==> src/uem_cfg.svh <==
`ifndef UEM_CFG_SVH
`define UEM_CFG_SVH

// register byte offsets in the extended capability space
`define UEM_OFF_STATUS 12'h104
`define UEM_OFF_MASK 12'h108
`define UEM_OFF_SEVERITY 12'h10C
`define UEM_OFF_AERCTL 12'h118
`define UEM_OFF_IRQ_STATUS 12'h200
`define UEM_OFF_IRQ_CLEAR 12'h204
`define UEM_OFF_IRQ_ENABLE 12'h208

// implemented error classes: bits 0, 4, 12..21
`define UEM_IMPL_BITS 32'h003F_F011
`define UEM_MASK_RESET 32'h0000_0000
// fatal at reset: training, dl protocol, flow control, overflow, malformed
`define UEM_SEV_RESET 32'h0006_2011
`define UEM_STATUS_RESET 32'h0000_0000

// first error pointer field in the aer control word
`define UEM_FEP_LSB 0
`define UEM_FEP_W 5

// interrupt status bit positions
`define UEM_IRQ_FATAL 0
`define UEM_IRQ_NONFATAL 1
`define UEM_IRQ_MASKED 2
`define UEM_IRQ_W 3

// bus answer latency in cycles after the request is seen
`define UEM_BUS_LATENCY 1

`endif

==> src/uem_pkg.sv <==
package uem_pkg;

  // bus slave states, one-hot
  typedef enum logic [1:0] {
    UEM_BUS_IDLE = 2'b01,
    UEM_BUS_DONE = 2'b10
  } uem_bus_state_t;

  // error report toward the transaction layer
  typedef struct packed {
    logic headerCapture;
    logic fatalMsg;
    logic nonFatalMsg;
    logic [4:0] errorClass;
  } uem_report_t;

endpackage : uem_pkg

==> src/uem_error_mask_severity.sv <==
`include "uem_cfg.svh"

// Summary of operation
// RULE_01: training error masked means no header capture and no message.
// RULE_02: data link protocol error masked means no header capture, no message.
// RULE_03: poisoned packet masked means no header capture and no message.
// RULE_04: flow control protocol error masked means no capture, no message.
// RULE_05: completion timeout masked means no header capture and no message.
// RULE_06: completer abort masked means no header capture and no message.
// RULE_07: unexpected completion masked means no header capture and no message.
// RULE_08: receiver overflow masked means no header capture and no message.
// RULE_09: malformed packet masked means no header capture and no message.
// RULE_10: end-to-end crc error masked means no capture and no message.
// RULE_11: unsupported request masked means no header capture and no message.
// RULE_12: severity one is fatal; five link classes reset to fatal.
// RULE_13: the other seven severity bits reset to non-fatal.
// RULE_14: each event sets its sticky status bit; software writes one to clear.
// RULE_15: five-bit pointer holds the bit of the first reported error.
// RULE_16: unmasked error sends fatal message if severity set, else non-fatal.
// RULE_17: mask and severity writable and sticky; reserved bits read zero.
module uem_error_mask_severity #(
  parameter int ADDR_W = 12
) (
  input wire logic clk,
  input wire logic reset_n,
  input wire logic porReset_n,
  input wire logic [ADDR_W-1:0] address,
  input wire logic read,
  input wire logic write,
  input wire logic [31:0] writedata,
  input wire logic [3:0] byteenable,
  output logic [31:0] readdata,
  output logic waitrequest,
  input wire logic [31:0] errEvent,
  output uem_pkg::uem_report_t report,
  output logic irq
);

  ////////////////////////////////////////////////////////////////////////////
  // elaboration checks

  // offsets reach 0x208, so narrower addresses cannot decode the map
  if (ADDR_W < 10 || ADDR_W > 32) begin : g_bad_addr
    $error("ADDR_W must lie between 10 and 32");
  end

  ////////////////////////////////////////////////////////////////////////////
  // functions

  // expand byte enables to a bit mask
  function automatic logic [31:0] laneMask(input logic [3:0] be);
    logic [31:0] m;
    m = '0;
    for (int i = 0; i < 4; i++) begin
      m[i*8 +: 8] = {8{be[i]}};
    end
    return m;
  endfunction : laneMask

  // lowest set bit position, the tie-break when several classes hit at once
  function automatic logic [4:0] firstBit(input logic [31:0] v);
    logic [4:0] idx;
    idx = '0;
    for (int i = 31; i >= 0; i--) begin
      if (v[i]) begin
        idx = i[4:0];
      end
    end
    return idx;
  endfunction : firstBit

  ////////////////////////////////////////////////////////////////////////////
  // declarations

  uem_pkg::uem_bus_state_t busState;
  logic [31:0] errStatus;
  logic [31:0] errMask;
  logic [31:0] errSeverity;
  logic [4:0] firstErrPtr;
  logic fepValid;
  logic [`UEM_IRQ_W-1:0] irqStatus;
  logic [`UEM_IRQ_W-1:0] irqEnable;
  logic busReq;
  logic busTake;
  logic wrTake;
  logic [31:0] wrBits;
  logic [31:0] hitEvents;
  logic [31:0] unmasked;
  logic [31:0] maskedHits;
  logic [31:0] next_errStatus;
  logic [`UEM_IRQ_W-1:0] irqEvents;
  logic [4:0] firstUnmasked;

  ////////////////////////////////////////////////////////////////////////////
  // avalon slave handshake

  // every access answers one cycle after it is seen
  assign busReq = read | write;
  assign waitrequest = busReq & (busState != uem_pkg::UEM_BUS_DONE);
  assign busTake = busReq & (busState == uem_pkg::UEM_BUS_DONE);
  assign wrTake = write & busTake;
  assign wrBits = writedata & laneMask(byteenable);

  // two-state sequencer; done lasts one cycle so back-to-back works
  always_ff @(posedge clk) begin
    if (!reset_n) begin
      busState <= uem_pkg::UEM_BUS_IDLE;
    end else begin
      case (busState)
        uem_pkg::UEM_BUS_IDLE: begin
          if (busReq) begin
            busState <= uem_pkg::UEM_BUS_DONE;
          end
        end
        uem_pkg::UEM_BUS_DONE: begin
          busState <= uem_pkg::UEM_BUS_IDLE;
        end
        default: begin
          busState <= uem_pkg::UEM_BUS_IDLE;
        end
      endcase
    end
  end

  // read data staged while waitrequest is high; unmapped reads give zero
  always_ff @(posedge clk) begin
    if (!reset_n) begin
      readdata <= 32'h0000_0000;
    end else if (read && busState == uem_pkg::UEM_BUS_IDLE) begin
      case (32'(address))
        32'(`UEM_OFF_STATUS): readdata <= errStatus;
        32'(`UEM_OFF_MASK): readdata <= errMask;
        32'(`UEM_OFF_SEVERITY): readdata <= errSeverity;
        32'(`UEM_OFF_AERCTL): readdata <= {27'h000_0000, firstErrPtr};
        32'(`UEM_OFF_IRQ_STATUS): readdata <= {29'h0000_0000, irqStatus};
        32'(`UEM_OFF_IRQ_ENABLE): readdata <= {29'h0000_0000, irqEnable};
        default: readdata <= 32'h0000_0000;
      endcase
    end
  end

  ////////////////////////////////////////////////////////////////////////////
  // mask and severity, sticky: only the power-on reset touches them

  // unimplemented positions never store, so they read zero
  always_ff @(posedge clk) begin
    if (!porReset_n) begin
      errMask <= `UEM_MASK_RESET;
    end else if (wrTake && address == ADDR_W'(`UEM_OFF_MASK)) begin
      errMask <= (errMask & ~laneMask(byteenable)) | (wrBits & `UEM_IMPL_BITS); // RULE_17
    end
  end

  // one selects fatal reporting for the class
  always_ff @(posedge clk) begin
    if (!porReset_n) begin
      errSeverity <= `UEM_SEV_RESET; // RULE_12 RULE_13
    end else if (wrTake && address == ADDR_W'(`UEM_OFF_SEVERITY)) begin
      errSeverity <= (errSeverity & ~laneMask(byteenable)) | (wrBits & `UEM_IMPL_BITS); // RULE_17
    end
  end

  ////////////////////////////////////////////////////////////////////////////
  // error status and first error pointer

  // events on unimplemented positions are dropped here
  assign hitEvents = errEvent & `UEM_IMPL_BITS;
  assign unmasked = hitEvents & ~errMask; // RULE_01 RULE_02 RULE_03 RULE_04 RULE_05 RULE_06
  assign maskedHits = hitEvents & errMask; // RULE_07 RULE_08 RULE_09 RULE_10 RULE_11

  // one priority pick shared by the pointer and the report
  assign firstUnmasked = firstBit(unmasked);

  // set wins over a write-one clear in the same cycle
  always_comb begin
    next_errStatus = errStatus;
    if (wrTake && address == ADDR_W'(`UEM_OFF_STATUS)) begin
      next_errStatus = errStatus & ~wrBits;
    end
    next_errStatus = next_errStatus | hitEvents; // RULE_14
  end

  // status keeps its value across the ordinary reset
  always_ff @(posedge clk) begin
    if (!porReset_n) begin
      errStatus <= `UEM_STATUS_RESET;
    end else begin
      errStatus <= next_errStatus;
    end
  end

  // pointer rearms once software clears the bit it points at
  always_ff @(posedge clk) begin
    if (!porReset_n) begin
      firstErrPtr <= 5'h00;
      fepValid <= 1'b0;
    end else if (!fepValid && unmasked != 32'h0000_0000) begin
      firstErrPtr <= firstUnmasked; // RULE_15
      fepValid <= 1'b1;
    end else if (fepValid && !next_errStatus[firstErrPtr]) begin
      // an error arriving in the clearing cycle takes the freed pointer
      fepValid <= unmasked != 32'h0000_0000;
      if (unmasked != 32'h0000_0000) begin
        firstErrPtr <= firstUnmasked; // RULE_15
      end
    end
  end

  ////////////////////////////////////////////////////////////////////////////
  // report toward the transaction layer

  // registered pulses, one cycle after the event strobe
  always_ff @(posedge clk) begin
    if (!reset_n) begin
      report <= '0;
    end else begin
      report.headerCapture <= unmasked != 32'h0000_0000;
      report.fatalMsg <= (unmasked & errSeverity) != 32'h0000_0000; // RULE_16
      report.nonFatalMsg <= (unmasked & ~errSeverity) != 32'h0000_0000; // RULE_16
      report.errorClass <= firstUnmasked;
    end
  end

  ////////////////////////////////////////////////////////////////////////////
  // interrupt status, clear and enable

  assign irqEvents[`UEM_IRQ_FATAL] = report.fatalMsg;
  assign irqEvents[`UEM_IRQ_NONFATAL] = report.nonFatalMsg;
  assign irqEvents[`UEM_IRQ_MASKED] = maskedHits != 32'h0000_0000;

  // clear register is write-only; a new event beats its clear
  always_ff @(posedge clk) begin
    if (!reset_n) begin
      irqStatus <= '0;
    end else if (wrTake && address == ADDR_W'(`UEM_OFF_IRQ_CLEAR)) begin
      irqStatus <= (irqStatus & ~wrBits[`UEM_IRQ_W-1:0]) | irqEvents;
    end else begin
      irqStatus <= irqStatus | irqEvents;
    end
  end

  // enable register
  always_ff @(posedge clk) begin
    if (!reset_n) begin
      irqEnable <= '0;
    end else if (wrTake && address == ADDR_W'(`UEM_OFF_IRQ_ENABLE) && byteenable[0]) begin
      // all three enables sit in the lowest byte lane
      irqEnable <= wrBits[`UEM_IRQ_W-1:0];
    end
  end

  assign irq = (irqStatus & irqEnable) != '0;
endmodule : uem_error_mask_severity

==> config.mk <==
export PLATFORM = sky130hd
export DESIGN_NAME = uem_error_mask_severity
export DESIGN_NICKNAME = d
export VERILOG_FILES = /design/src/uem_pkg.sv /design/src/uem_error_mask_severity.sv
export VERILOG_INCLUDE_DIRS = /design/src
export SDC_FILE = /design/constraint.sdc
export NUM_CORES = 1
export LEC_CHECK = 0
export BUFFER_PORTS_ARGS = -buffer_cell sky130_fd_sc_hd__buf_2
export CORE_MARGIN = 2
export CORE_UTILIZATION = 50
export DETAILED_ROUTE_END_ITERATION = 7
export PLACE_DENSITY = 0.84
export SETUP_SLACK_MARGIN = 0.2
export SYNTH_ARGS = -nofsm -noshare
export SYNTH_HDL_FRONTEND = slang
export SYNTH_SLANG_ARGS = --single-unit
==> constraint.sdc <==
create_clock -name clk -period 2.84 [get_ports clk]
set_input_delay 0.142 -clock clk [delete_from_list [all_inputs] [get_ports clk]]
set_output_delay 0.142 -clock clk [all_outputs]
set_load 0.01 [all_outputs]
==> key figures <==
Run status
  • Outcome: completed

Timing
  • Final-report hold violation count: 0
  • Slew Viols, Final: 0
  • Clock Skew: 6.797 ps
  • RSZ-0062 raised after global routing: no
  • Slew of the pin with the lowest slew margin: between 600 and 700 ps
  • Max Fclk: 394.3 MHz
  • Final setup vio count: 0
  • Fin worst setup slack: 303.7 ps
  • Min Tclk post-route: 2536 ps
  • Setup TNS Final: 0 ps
  • Final period utilization: 89.31%
  • Rel. slew slack: 54.51%

Detailed routing
  • Total wire length: 20,680 um
  • Detail Route Antenna Nets: 0
  • DRC Markers: 0
  • Via count: roughly 6.7k
  • Iteration-0 DRC Markers: 661
  • DRT Pass-1 Iters: 6
  • Vias per cell: 5.991
  • WL per Instance: 18.53 um

Critical path
  • Worst EP arrival: 2860 ps
  • Max FO, Critical Path: 7
  • Worst path top cell family by delay: simple AND/OR/NAND/NOR gates
  • Crit-path slowest cell: or4_1
  • Crit-path cells: and4b_1, nand4_1, buf_4, buf_4, o211ai_1, a21oi_1, o211ai_1, or4_1, and3b_2, o21a_1
  • Crit Path Category: flip-flop to flip-flop
  • Worst Path Required: ~3200 ps
  • Crit path buffers/inverters: 2
  • Endpoint type of the worst setup path: flip-flop
  • Delay of the slowest cell on the worst path: 560 ps
  • Worst setup SP type: flip-flop

Synth
  • Synth Instances: 796
  • Synthesized cell area: 0.006579 mm2
  • Post-synth cell types: 64
  • Sequential area share after synthesis: a little under half
  • Post-synth top area share: a little under half
  • FFs w/ async S/R, synth: 0%
  • YS warnings: 0
  • Area contributors post-synth: dfxtp_1 46%, a21oi_1 7.5%, nand2_1 5.6%
  • EDFF count, synth: 0
  • Syn nets: between 800 and 900
  • #FFs+latches synth: 150
  • Area leader, netlist: dfxtp_1
  • Ys flop type: dfxtp_1
  • Syn avg cell area: 8.265 um2

Clock network
  • Clk pin slew, worst setup/hold paths: 60 ps
  • CTS tree: done
  • Num CTS Buffers: 17
  • Clock Sinks: 150
  • Root Driver: clkbuf_16
  • Worst-Skew Late Latency: 430 ps
  • H-tree depth: 4
  • Bufs on Longest Clock Path: 2

Placement
  • Buffers on Ports: 106
  • DP Cell Count: 1,063
  • Placer Congestion: ~0.96
  • Hpwl dp: 14,650 um
  • Pre-CTS setup slack: -36.15 ps

Power and ir drop
  • Pwr Density: around 570 mW/mm2
  • Worst IR drop on VDD: between 0.4 and 0.5 mV
  • Lkg Pwr: 0.003338 uW
  • Total Power: 4667 uW

Finish
  • Layout cells sized above 1: 20.44%
  • ANT cells: 0
  • Final non-filler cell total: 1,116
  • Nets: around 1.0k
  • Layout Utilization: between 60 and 70%
  • Syn-to-layout area delta: 24.48%

Floorplan
  • Die area: 0.01409 mm2
  • Initial Util: ~52%
  • Floorplan row count: 41
  • Die extent in y: 118.7 um
  • Ports: 127
  • Die Wd: 118.7 um
  • Core Area: ~0.013 mm2

Global route
  • Initial antenna violation count: 0
  • Vias in the first global route: ~6.3k
  • Overflow after GRT: 0
  • Total GRT Usage: 29.81%
  • First-pass GRT wire length: approximately 33,000 um
  • Largest net degree at the start of global routing: 45

Worst hold path
  • Worst Hold Class: input port to flip-flop

Job
  • Max-capacitance violation count: 0
kinds of logic after synthesis:
kind of cell           synth area share [%]
AOI/OAI and AO/OA                     21.15
muxes                                 2.605
buffers and inverters                 4.774
DFF                                   45.64
and+or+nand+nor                       25.83
worst reg2reg max path, cell delays in order (launching register included):
cell and delay, ps:
dfxtp_4 380, and4b_1 230, nand4_1 200, buf_4 160, buf_4 110, o211ai_1 80, a21oi_1 140, o211ai_1 120
or4_1 560, and3b_2 280, o21a_1 180
routing by layer:
layer / share of wire [%] / global-route usage (%) / routed length (um) / vias up
li1: - / - / - / 3117
met1: 42 / 39.12 / 8753 / 3125
met3: 9.1 / 7.963 / 1884 / 66
met2: 46 / 46.55 / 9421 / 378
met5: 0 / 0 / 0 / -
met4: 3.0 / 11.90 / 615 / 0
metrics by stage:
step                      hold slack, ps  area, um2
after floorplan                    229.0       6579
after global placement             346.9       7417
after detailed placement           346.1       7417
after CTS                         0.3884       8183
after global routing               9.169       8189
final                              7.120       8189
layout by cell type, fill, tap and decap left out, types with 26 or more instances in the layout:
master	netlist	final
dfxtp_1	150	148
buf_2	2	106
nand2_1	98	98
a21oi_1	98	98
nor2_1	84	83
buf_4	0	37
and2_1	30	30
and3_1	29	29
nand3_1	29	29
inv_1	26	26
synthesized netlist by cell type, drive strengths merged, types with 2 or more instances:
master,count
nand2,98
nor2b,10
a211oi,9
nor4,9
nand4,3
a2111oi,2
nand4b,3
o211ai,6
a221oi,10
inv,26
nor4b,3
a22oi,24
buf,7
or3,3
a21boi,8
and2,30
a311oi,2
nand2b,9
mux2i,16
or4b,2
o22ai,8
o221ai,2
a21oi,98
a211o,2
dfxtp,150
and4b,2
o21ai,11
o32a,3
clkbuf,41
nor3,16
a222oi,6
nand3,29
nor2,84
or4,5
a21bo,2
a22o,3
and3,29
a31oi,6
where the power goes:
part / total [uW] / leakage, uW / switching [uW] / internal, uW
Sequential: 2170 / 0.00122 / 33.6 / 2140
Clock: 2130 / 0.000271 / 967 / 1160
Combinational: 369 / 0.00185 / 221 / 148
area by class of cell:
cell class	count	area, um2
flip-flops and latches	150	3008
inverters	27	101.3
clock buffers	18	439.2
multi-input cells	571	3279
repair buffers	164	1028
clock inverters	14	117.6
well taps	172	215.2
fillers	1108	4533
repair_timing:
| item | 4_1_cts | 5_1_grt |
|---|---|---|
| pin swaps | 1 | 1 |
| buffers inserted | 1 | 0 |
| endpoints found under the setup margin | 2 | 5 |
| hold buffers | 20 | 0 |
| resized for setup | 1 | 4 |
| hold endpoints to repair | 24 | 0 |
path summary, 6_finish.rpt:
| kind | start | to | slack (ps) | depth (start not counted) |
|---|---|---|---|---|
| max | busState[0]$_SDFFE_PN1N_ | firstErrPtr[4]$_SDFFE_PN0P_ | 300 | 10 |
| min | errEvent[16] | errStatus[16]$_SDFF_PN0_ | 7 | 3 |
| max reg2reg | busState[0]$_SDFFE_PN1N_ | firstErrPtr[4]$_SDFFE_PN0P_ | 300 | 10 |
| min reg2reg | errStatus[6]$_SDFF_PN0_ | errStatus[6]$_SDFF_PN0_ | 460 | 2 |
No activity file was read; power rests on OpenSTA's default activity.
